`src/verilog/tcc_pkg.sv`:
```
package tcc_pkg;

  // ==========================================================
  // Register map (byte addresses on APB)
  // ==========================================================
  // The mask register sits at word index 0xff; the bus address is 4x that
  localparam logic [11:0] IDX_MASK_CTRL = 12'h0ff;
  localparam logic [11:0] ADDR_MASK_CTRL = {IDX_MASK_CTRL[9:0], 2'b00};
  localparam logic [11:0] ADDR_CTRL = 12'h000;
  localparam logic [11:0] ADDR_CAPTURE = 12'h004;
  localparam logic [11:0] ADDR_COMPARE = 12'h008;
  localparam logic [11:0] ADDR_COUNTER = 12'h00c;
  localparam logic [11:0] ADDR_IRQ_STATUS = 12'h010;
  localparam logic [11:0] ADDR_IRQ_MASK = 12'h014;

  // ==========================================================
  // Fields
  // ==========================================================
  localparam int CAP_DMA_BIT = 6;
  localparam int CMP_DMA_BIT = 3;
  localparam int CTRL_RUN_BIT = 0;
  localparam int CTRL_CAP_EN_BIT = 1;
  localparam int CTRL_CMP_EN_BIT = 2;
  localparam int CTRL_EDGE_BIT = 3;
  localparam int ST_CAP_BIT = 0;
  localparam int ST_CMP_BIT = 1;
  localparam int ST_EOB_BIT = 2;

  localparam logic [7:0] MASK_CTRL_RESET = 8'h00;
  localparam logic [3:0] CTRL_RESET = 4'h0;
  localparam logic [2:0] IRQ_MASK_RESET = 3'h0;
  localparam logic [15:0] CNT_RESET = 16'h0000;
  localparam logic [15:0] CMP_RESET = 16'hffff;
  localparam logic [15:0] CNT_STEP = 16'h0001;

  // ==========================================================
  // Types
  // ==========================================================
  typedef enum logic [2:0] {
    TCC_DMA_IDLE = 3'b001,
    TCC_DMA_CAP = 3'b010,
    TCC_DMA_CMP = 3'b100
  } tcc_dma_state_e;

endpackage

```
`src/verilog/tcc_edge_if.sv`:
```
`timescale 1ns/10ps
interface tcc_edge_if;
  logic level;
  logic rise_pulse;
  logic fall_pulse;
  modport src (output level);
  modport det (input level, output rise_pulse, output fall_pulse);
  modport use_side (input rise_pulse, input fall_pulse);
endinterface

```
`src/verilog/tcc_edge_det.sv`:
```
`timescale 1ns/10ps
module tcc_edge_det (
  input wire logic clk_i,
  input wire logic rst_n_i,
  tcc_edge_if.det edge_io
);

  logic prev_reg;
  logic prev_next;

  always_comb begin
    prev_next = edge_io.level;
  end

  always_ff @(posedge clk_i or negedge rst_n_i) begin
    if (!rst_n_i) begin
      prev_reg <= 1'b0;
    end else begin
      prev_reg <= prev_next;
    end
  end

  assign edge_io.rise_pulse = edge_io.level & ~prev_reg;
  assign edge_io.fall_pulse = ~edge_io.level & prev_reg;

endmodule

```
`src/verilog/tcc_top.sv`:
```
// Our own choice: the APB interface to the registers.
`timescale 1ns/10ps
module tcc_top (
  input wire logic clock_i,
  input wire logic arst_n_i,
  input wire logic psel,
  input wire logic penable,
  input wire logic pwrite,
  input wire logic [11:0] paddr,
  input wire logic [31:0] pwdata,
  output logic [31:0] prdata,
  output logic pready,
  output logic pslverr,
  input wire logic capture_in_i,
  output logic compare_pin_o,
  output logic dma_req_o,
  output logic dma_is_compare_o,
  output logic [15:0] dma_wdata_o,
  input wire logic dma_ack_i,
  input wire logic [15:0] dma_rdata_i,
  input wire logic dma_eob_i,
  output logic irq_o
);

  // ==========================================================
  // Reset release
  // ==========================================================
  logic rst_s1_reg;
  logic rst_n;
  always_ff @(posedge clock_i or negedge arst_n_i) begin
    if (!arst_n_i) begin
      rst_s1_reg <= 1'b0;
      rst_n <= 1'b0;
    end else begin
      rst_s1_reg <= 1'b1;
      rst_n <= rst_s1_reg;
    end
  end

  // ==========================================================
  // Registers
  // ==========================================================
  logic [7:0] mask_ctrl_reg, mask_ctrl_next;
  logic [3:0] ctrl_reg, ctrl_next;
  logic [15:0] cnt_reg, cnt_next;
  logic [15:0] cap_reg, cap_next;
  logic [15:0] cmp_reg, cmp_next;
  logic pin_reg, pin_next;
  logic [2:0] st_reg, st_next;
  logic [2:0] imask_reg, imask_next;
  logic [31:0] rdata_reg, rdata_next;
  logic [15:0] dwdata_reg, dwdata_next;
  tcc_pkg::tcc_dma_state_e dma_reg, dma_next;

  // ==========================================================
  // Capture input edge
  // ==========================================================
  tcc_edge_if cap_edge ();
  assign cap_edge.level = capture_in_i;
  tcc_edge_det u_cap_edge (
    .clk_i(clock_i),
    .rst_n_i(rst_n),
    .edge_io(cap_edge)
  );

  logic running;
  logic cap_evt;
  logic cmp_evt;
  logic cap_dma;
  logic cmp_dma;
  logic wr_acc;
  logic rd_acc;
  logic eob_own;
  assign running = ctrl_reg[tcc_pkg::CTRL_RUN_BIT];
  assign cap_evt = running & ctrl_reg[tcc_pkg::CTRL_CAP_EN_BIT] &
    (ctrl_reg[tcc_pkg::CTRL_EDGE_BIT] ? cap_edge.fall_pulse
                                       : cap_edge.rise_pulse);
  assign cmp_evt = running & ctrl_reg[tcc_pkg::CTRL_CMP_EN_BIT] &
    (cnt_reg == cmp_reg);
  assign cap_dma = mask_ctrl_reg[tcc_pkg::CAP_DMA_BIT];
  assign cmp_dma = mask_ctrl_reg[tcc_pkg::CMP_DMA_BIT];
  assign wr_acc = psel & penable & pwrite;
  assign rd_acc = psel & penable & ~pwrite;
  // End-of-block counts only while our own transfer is acknowledged
  assign eob_own = dma_ack_i & dma_eob_i &
    (dma_reg != tcc_pkg::TCC_DMA_IDLE);

  // ==========================================================
  // Timer datapath
  // ==========================================================
  always_comb begin
    cnt_next = running ? cnt_reg + tcc_pkg::CNT_STEP : cnt_reg;
    cap_next = cap_reg;
    cmp_next = cmp_reg;
    pin_next = pin_reg;
    if (cap_evt) begin
      cap_next = cnt_reg;
    end
    if (cmp_evt) begin
      pin_next = ~pin_reg;
    end
    if (dma_reg == tcc_pkg::TCC_DMA_CMP && dma_ack_i) begin
      cmp_next = dma_rdata_i;
    end
    if (wr_acc) begin
      case (paddr)
        tcc_pkg::ADDR_COUNTER: cnt_next = pwdata[15:0];
        tcc_pkg::ADDR_COMPARE: cmp_next = pwdata[15:0];
        default: ;
      endcase
    end
  end

  // ==========================================================
  // DMA request sequencer
  // ==========================================================
  // One outstanding transfer; a new DMA event while busy is queued
  // only by taking the interrupt path, so nothing is dropped silently.
  always_comb begin
    dma_next = dma_reg;
    dwdata_next = dwdata_reg;
    case (dma_reg)
      tcc_pkg::TCC_DMA_IDLE: begin
        if (cap_evt && cap_dma) begin
          dma_next = tcc_pkg::TCC_DMA_CAP;
          dwdata_next = cnt_reg;
        end else if (cmp_evt && cmp_dma) begin
          dma_next = tcc_pkg::TCC_DMA_CMP;
        end
      end
      tcc_pkg::TCC_DMA_CAP, tcc_pkg::TCC_DMA_CMP: begin
        if (dma_ack_i) begin
          dma_next = tcc_pkg::TCC_DMA_IDLE;
        end
      end
      default: dma_next = tcc_pkg::TCC_DMA_IDLE;
    endcase
  end

  logic cap_to_irq;
  logic cmp_to_irq;
  assign cap_to_irq = cap_evt &
    (~cap_dma | (dma_reg != tcc_pkg::TCC_DMA_IDLE));
  assign cmp_to_irq = cmp_evt & (~cmp_dma |
    (dma_reg != tcc_pkg::TCC_DMA_IDLE) | (cap_evt & cap_dma));

  // ==========================================================
  // Mask, control and interrupt registers
  // ==========================================================
  always_comb begin
    mask_ctrl_next = mask_ctrl_reg;
    ctrl_next = ctrl_reg;
    imask_next = imask_reg;
    st_next = st_reg;
    if (wr_acc) begin
      case (paddr)
        tcc_pkg::ADDR_MASK_CTRL: mask_ctrl_next = pwdata[7:0];
        tcc_pkg::ADDR_CTRL: ctrl_next = pwdata[3:0];
        tcc_pkg::ADDR_IRQ_MASK: imask_next = pwdata[2:0];
        default: ;
      endcase
    end
    if (eob_own && dma_reg == tcc_pkg::TCC_DMA_CAP) begin
      mask_ctrl_next[tcc_pkg::CAP_DMA_BIT] = 1'b0;
    end
    if (eob_own && dma_reg == tcc_pkg::TCC_DMA_CMP) begin
      mask_ctrl_next[tcc_pkg::CMP_DMA_BIT] = 1'b0;
    end
    if (rd_acc && paddr == tcc_pkg::ADDR_IRQ_STATUS) begin
      // Clear only bits the setup-cycle read reported, so an event
      // landing between setup and access is not lost
      st_next = st_reg & ~rdata_reg[tcc_pkg::ST_EOB_BIT:tcc_pkg::ST_CAP_BIT];
    end
    // Set wins over the read-clear
    if (cap_to_irq) begin
      st_next[tcc_pkg::ST_CAP_BIT] = 1'b1;
    end
    if (cmp_to_irq) begin
      st_next[tcc_pkg::ST_CMP_BIT] = 1'b1;
    end
    if (eob_own) begin
      st_next[tcc_pkg::ST_EOB_BIT] = 1'b1;
    end
  end

  // ==========================================================
  // APB read data
  // ==========================================================
  always_comb begin
    rdata_next = rdata_reg;
    if (psel && !penable && !pwrite) begin
      case (paddr)
        tcc_pkg::ADDR_MASK_CTRL: rdata_next = {24'h000000, mask_ctrl_reg};
        tcc_pkg::ADDR_CTRL: rdata_next = {28'h0000000, ctrl_reg};
        tcc_pkg::ADDR_CAPTURE: rdata_next = {16'h0000, cap_reg};
        tcc_pkg::ADDR_COMPARE: rdata_next = {16'h0000, cmp_reg};
        tcc_pkg::ADDR_COUNTER: rdata_next = {16'h0000, cnt_reg};
        tcc_pkg::ADDR_IRQ_STATUS: rdata_next = {29'h00000000, st_reg};
        tcc_pkg::ADDR_IRQ_MASK: rdata_next = {29'h00000000, imask_reg};
        default: rdata_next = 32'h00000000;
      endcase
    end
  end

  always_ff @(posedge clock_i or negedge rst_n) begin
    if (!rst_n) begin
      mask_ctrl_reg <= tcc_pkg::MASK_CTRL_RESET;
      ctrl_reg <= tcc_pkg::CTRL_RESET;
      cnt_reg <= tcc_pkg::CNT_RESET;
      cap_reg <= tcc_pkg::CNT_RESET;
      cmp_reg <= tcc_pkg::CMP_RESET;
      pin_reg <= 1'b0;
      st_reg <= 3'h0;
      imask_reg <= tcc_pkg::IRQ_MASK_RESET;
      rdata_reg <= 32'h00000000;
      dwdata_reg <= 16'h0000;
      dma_reg <= tcc_pkg::TCC_DMA_IDLE;
    end else begin
      mask_ctrl_reg <= mask_ctrl_next;
      ctrl_reg <= ctrl_next;
      cnt_reg <= cnt_next;
      cap_reg <= cap_next;
      cmp_reg <= cmp_next;
      pin_reg <= pin_next;
      st_reg <= st_next;
      imask_reg <= imask_next;
      rdata_reg <= rdata_next;
      dwdata_reg <= dwdata_next;
      dma_reg <= dma_next;
    end
  end

  assign pready = 1'b1;
  assign pslverr = 1'b0;
  assign prdata = rdata_reg;
  assign compare_pin_o = pin_reg;
  assign dma_req_o = (dma_reg != tcc_pkg::TCC_DMA_IDLE);
  assign dma_is_compare_o = (dma_reg == tcc_pkg::TCC_DMA_CMP);
  assign dma_wdata_o = dwdata_reg;
  assign irq_o = |(st_reg & imask_reg);
endmodule
```
`config.mk`:
```
export PLATFORM = sky130hd
export DESIGN_NAME = tcc_top
export DESIGN_NICKNAME = d
export VERILOG_FILES = /design/src/verilog/tcc_pkg.sv /design/src/verilog/tcc_edge_if.sv /design/src/verilog/tcc_edge_det.sv /design/src/verilog/tcc_top.sv
export SDC_FILE = /design/constraint.sdc
export NUM_CORES = 1
export LEC_CHECK = 0
export BUFFER_PORTS_ARGS = -buffer_cell sky130_fd_sc_hd__buf_4
export CAP_MARGIN = 20
export CORE_ASPECT_RATIO = 2
export CORE_MARGIN = 3
export CORE_UTILIZATION = 35
export DETAILED_ROUTE_END_ITERATION = 6
export PLACE_DENSITY_LB_ADDON = 0.15
export SYNTH_ARGS = -nofsm -noshare
export SYNTH_HDL_FRONTEND = slang
export SYNTH_SLANG_ARGS = --single-unit
```
`constraint.sdc`:
```
create_clock -name clock_i -period 4.2 [get_ports clock_i]
set_input_delay 0.63 -clock clock_i [delete_from_list [all_inputs] [get_ports clock_i]]
set_output_delay 0.63 -clock clock_i [all_outputs]
set_load 0.01 [all_outputs]
```
==> flow_summary_export.csv, run 1 <==
group,metric,value,unit
cts,cts_tree,"yes",
floorplanning,core-area,15000,um2
floorplanning,dieArea,17100,um2
global_routing,grt_pass1_vias,4056,
sta,slew_violations,0,
global_routing,grt_max_degree,71,
floorplanning,die_h,182,um
pwr,cellPowerDensity,318,nW/um2
sta,worstMarginPinSlew,1040,ps
placement,dp_hpwl,11.4,mm
global_routing,globalRouteMet1Util,19.7,%
route,firstDrtPassIters,5,
critical_path,worstPathRequired,4430,ps
floorplanning,pin_count,122,
route,wl_per_cell,19.5,um
critical_path,endpoint_kind,"flop",
global_routing,grt.busiest_layer,"met2",
placement,io_buffer_count,87,
logic_synthesis,synth_seq_cells,105,
logic_synthesis,syn_inst,502,
cts,h-tree-depth,3,
logic_synthesis,syn_area,5420,um2
critical_path,cp_slowest_cell,"and3_1",
placement,gp_congestion,0.801,
flow_run,drv_cap,0,
outcome,outcome,"complete, no violations",
cts,clk_pin_slew,70,ps
sta,hold_viol,0,
cells_and_area,n_fill_cell,1511,
logic_synthesis,ys_warn_count,0,
logic_synthesis,synth_ff_type,"dfrtp_1",
logic_synthesis,synth.distinct_cells,46,
route,post-route-drc-count,0,
global_routing,antenna_found_initial,0,
critical_path,critical_path.max_stage_delay,780,ps
logic_synthesis,synth_edf_count,0,
sta,finClkSkew,10.7,ps
sta,fin_crit_sh,63.1,%
critical_path,critPathKind,"reg -> reg",
global_routing,grt_use_met3,2.56,%
cts,cts.path.max_buffers,2,
logic_synthesis,synth_seq_area_share,48.8,%
route,first_iter_violations,163,
global_routing,use_met2,32.3,%
cts,cts_root_buf,"clkbuf_16",
cells_and_area,n_antenna_cell,0,
critical_path,path_cells,"or3b_2 -> a21oi_4 -> buf_4 -> and3_1 -> mux2_2",
sta,slew_headroom,30.8,%
critical_path,path_max_fanout,19,
cts,numCtsBuffers,9,
cts,clock_sinks,105,
pwr,peakVddDrop,0.171,mV
cts,cts_hold_buffers,0,
floorplanning,initial_utilization,36.2,%
sta,setup_viol,0,
cts,clkLatencyLatePin,340,ps
route,drt-vias-per-instance,5.18,
sta,max_clock_freq,378,MHz
route,num_vias,3984,
cells_and_area,final_core_util,43.0,%
logic_synthesis,synth.avg_cell_area,10.8,um2
worst_hold_path,hp-class,"in -> async",
cells_and_area,drive_gt1_share,33.8,%
critical_path,arrival,2880,ps
pwr,leakagePower,2.82,nW
floorplanning,die_x,94.0,um
cells_and_area,finalNetCount,638,
floorplanning,rows,63,
critical_path,start_kind,"flop",
global_routing,grt_pass1_wl,23.0,mm
sta,rsz0062_at_grt,"false",
sta,setup_tns,0,ps
global_routing,track_usage,17.8,%
global_routing,overflow,0,
logic_synthesis,asyncSetResetFlopFracSynth,100,%
cells_and_area,final_area,6440,um2
cells_and_area,area_growth_syn_to_layout,18.7,%
placement,placed_area,6140,um2
cts,cts_setup_buffers,0,
route,postRouteAntennaNets,0,
sta,fin_crit,2650,ps
route,routed_wl,15.0,mm
cts,post_cts_resized,0,
## placed cells by master (no fill, tap or decap), drive strengths merged, types with 5 or more instances in the layout
master  netlist  routed
dfstp        17      17
inv           3       5
conb          2      19
nand4        14      14
clkbuf       19      10
mux2i        24      24
nor2         44      44
o21ai        18      18
mux2         57      57
buf          33      91
xnor2        20      20
nor3          9       9
nand3         8       8
nand2        29      29
nor4          8       8
a22oi        12      12
xor2         13      13
dfrtp        88      88
a21oi        41      41
## power by group
part	total (mW)	internal, mW	switching, mW
sequential	1.05	1.02	0.0299
combinational	0.138	0.0626	0.0758
clock	0.861	0.471	0.389
total	2.05	1.56	0.495
## critical path: cells and delay by family (launching register included)
family | cells | cell delay [ps]
and+or+nand+nor | 2 | 1260
muxes | 1 | 410
AOI/OAI and AO/OA | 1 | 130
DFF | 1 | 410
buffers and inverters | 1 | 310
## path summary, 6_finish.rpt
kind	slack (ps)	endpoint	from	cells past startpoint
worst min-delay path	50	rst_n	arst_n_i	1
min in group clock_i	360	rst_n	rst_s1_reg	0
worst max-delay path	1550	dma_wdata_o[1]	ctrl_reg[3]	5
worst min register to register	360	rst_n	rst_s1_reg	0
worst max register to register	1550	dma_wdata_o[1]	ctrl_reg[3]	5
max in group asynchronous	2690	cmp_reg[10]	rst_n	1
## metal layers
layer	up-vias	routed length, um
li1	1885	-
met5	-	0
met4	0	623
met2	101	8320
met3	26	429
met1	1972	5600
## cell type report
class                      count  area (um2)  area share, %
multi-input combinational    359        2540           39.5
sequential                   105        2650           41.2
clock inverter                 6        75.1           1.17
inverter                       3        11.3          0.175
tap                          195         244           3.79
timing repair buffer          91         683           10.6
clock buffer                  10         229           3.56
## synth_stat cells, types with 4 or more instances
master     n  share of area (%)
a22oi_1   12                1.7
nand3_1    8               0.74
nor2_1    44                3.0
nand4_1   14                1.6
dfstp_2   17                8.2
nor4_1     6               0.69
buf_2      9               0.83
o21ai_0   18                1.7
xnor2_1   20                3.2
mux2i_1   24                4.4
dfrtp_1   88                 41
nor3_1     8               0.74
buf_4     20                2.8
mux2_2    57                 12
nand2_1   29                2.0
xor2_1    13                2.1
buf_1      4               0.28
clkbuf_1  18                1.2
a21oi_1   40                3.7
## cell families (layout without fill, tap and decap cells)
kind of cell    after synthesis  in the layout  share of synthesized area, %
compound gates               85             85                          9.50
xor+xnor                     33             33                          5.33
fa+ha+maj                     1              1                         0.231
buf+inv                      55            110                          5.42
flops                       105            105                          48.8
mux                          83             83                          17.1
other cells                   2             19                         0.138
simple gates                138            138                          13.4
## per-stage QoR
step	power [mW]	cells	setup slack, ps	hold WS (ps)
after global routing	2.13	769	1420	37.9
after CTS	2.08	769	1550	40.0
after floorplan	1.15	519	1090	331
after detailed placement	1.21	753	1220	340
final	2.05	769	1550	54.0
after global placement	1.21	753	1240	338
Power figures use the tool's default switching activity.
==> inputs of run 2 (changes only) <==
==> constraint.sdc (replaced) <==
create_clock -name clock_i -period 2.6 [get_ports clock_i]
set_input_delay 0.39 -clock clock_i [delete_from_list [all_inputs] [get_ports clock_i]]
set_output_delay 0.39 -clock clock_i [all_outputs]
set_load 0.01 [all_outputs]
==> run 2 against run 1 <==
Against the previous run: register-to-register slack got worse by 980 ps; clock-buffer cell count is the same; core utilization grew 1.1 points; critical endpoint is now dma_reg[2]; clock skew fell by 3.1 ps; global-route usage is 0.80 points higher; power rose by 64%; design area is 2.6% higher.
==> flow_summary_export.csv, run 2 (synthesis results as in run 1) <==
group,metric,value,unit
placement,placed_cells,771,
global_routing,use_met2,35.0,%
cells_and_area,drive_gt1_share,35.9,%
global_routing,grt_max_degree,48,
cells_and_area,most-common-layout-cells,"buf_4, dfrtp_1, mux2_2",
sta,max_clock_freq,494,MHz
cells_and_area,register_area,2650,um2
global_routing,overflow,0,
route,firstDrtPassIters,6,
sta,fin_crit_sh,77.9,%
cells_and_area,n_antenna_cell,0,
worst_hold_path,hp-start,"capture_in_i",
cts,cts_root_buf,"clkbuf_16",
route,num_vias,4131,
route,routed_wl,15.4,mm
cells_and_area,finalNonFillerCells,788,
sta,finClkSkew,7.57,ps
route,drt-vias-per-instance,5.24,
critical_path,worst_r2r_endpoint,"dma_reg[2]",
placement,dp_hpwl,11.9,mm
global_routing,globalRouteMet1Util,19.5,%
worst_hold_path,hold_path_depth,1,
cells_and_area,multi_input_area,2540,um2
critical_path,r2r_cells,5,
critical_path,critPathKind,"reg -> reg",
cts,clock_sinks,105,
global_routing,grt.busiest_layer,"met2",
worst_hold_path,hp-class,"in -> reg",
pwr,finalPower,3.37,mW
floorplanning,die_x,94.0,um
pwr,leakagePower,2.92,nW
cts,cts.path.max_buffers,2,
critical_path,path_max_fanout,7,
cts,h-tree-depth,3,
critical_path,critical_path.max_stage_delay,510,ps
critical_path,worstPathRequired,2860,ps
floorplanning,die_h,182,um
floorplanning,rows,63,
sta,rsz0062_at_grt,"false",
critical_path,r2r_slack,570,ps
cells_and_area,finalNetCount,657,
critical_path,path_cells,"xnor2_1 -> nand4_1 -> nor4_1 -> nand3_1 -> o21ai_0",
critical_path,start_kind,"flop",
cells_and_area,n_fill_cell,1494,
cells_and_area,area_growth_syn_to_layout,21.8,%
global_routing,grt_pass1_vias,4323,
sta,fin_ws,574,ps
sta,setup_viol,0,
sta,hold_viol,0,
route,first_iter_violations,167,
sta,slew_headroom,57.8,%
cts,numCtsBuffers,9,
sta,worstMarginPinSlew,632,ps
cts,clkLatencyLatePin,350,ps
sta,fin_crit,2030,ps
global_routing,grt_use_met3,2.93,%
sta,setup_tns,0,ps
cts,clk_pin_slew,70,ps
global_routing,grt_pass1_wl,24.0,mm
floorplanning,pin_count,122,
critical_path,arrival,2290,ps
pwr,cellPowerDensity,510,nW/um2
cells_and_area,final_common_cell,"buf_4",
global_routing,antenna_found_initial,0,
global_routing,track_usage,18.6,%
worst_hold_path,whs_endpoint,"u_cap_edge.prev_reg",
route,post-route-drc-count,0,
floorplanning,dieArea,17100,um2
route,wl_per_cell,19.6,um
route,postRouteAntennaNets,0,
critical_path,crit-reg2reg-launch,"cnt_reg[1]",
cts,cts_tree,"yes",
critical_path,endpoint_kind,"flop",
critical_path,cp_slowest_cell,"nor4_1",
flow_run,drv_cap,0,
cts,cts_setup_buffers,0,
floorplanning,core-area,15000,um2
floorplanning,initial_utilization,36.2,%
placement,place_worst_setup_slack,282,ps
placement,io_buffer_count,87,
sta,slew_violations,0,
outcome,outcome,"complete, no violations",
pwr,peakVddDrop,0.322,mV
placement,gp_congestion,0.825,
[run 2: cell types whose count changed in the layout (fill, tap and decap cells not counted), sizes merged]
cell,before,now
buf,91,109
dlygate4sd3,0,1
[run 2: critical path, delay by kind of cell (launching register included)]
kind | cells | cell delay, ps
AND/OR/NAND/NOR | 3 | 950
flip-flops | 1 | 500
XOR/XNOR | 1 | 250
AO/OA/AOI/OAI | 1 | 240
[run 2: worst max path at each step]
stage / startpoint / to / slack, ps / cells past startpoint
global route: cnt_reg[1] / dma_reg[2] / 430 / 5
CTS: cnt_reg[1] / dma_reg[2] / 580 / 5
finish: cnt_reg[1] / dma_reg[2] / 570 / 5
detailed placement: paddr[11] / ctrl_reg[1] / 280 / 5
global placement: paddr[11] / ctrl_reg[2] / 300 / 5
floorplan: paddr[11] / ctrl_reg[0] / 490 / 5
[run 2: report_power, final]
part	internal, mW	switching, mW	total (mW)
clock network	0.788	0.644	1.43
logic	0.112	0.143	0.255
registers	1.65	0.0330	1.68
[run 2: stage by stage]
| stage | hold slack (ps) | util [%] | instance area (um2) |
|---|---|---|---|
| final | 158 | 44.1 | 6610 |
| after global routing | 148 | 44.1 | 6610 |
| after CTS | 145 | 44.1 | 6610 |
| after detailed placement | 174 | 42.0 | 6280 |
| after global placement | 173 | 42.0 | 6280 |
| after floorplan | 94.4 | - | 5490 |
[run 2: repair_timing]
action,CTS,global route
hold endpoints to repair,2,0
hold buffers,1,0
gates resized for setup,0,0
[run 2: final cells by class]
cell class	instances	share of cell area, %
Sequential cell	105	40.1
Timing Repair Buffer	110	12.7
Inverter	3	0.170
Multi-Input combinational cell	359	38.5
Clock buffer	10	3.62
Clock inverter	6	1.14
Tap cell	195	3.69
[run 2: layer usage]
metal  share of wire [%]  wire length, um  vias to the layer above
met1                  35             5450                     2063
met3                 3.6              548                       29
met2                  57             8790                      120
met4                 4.1              638                        0
li1                    -                -                     1919
met5                   0                0                        -
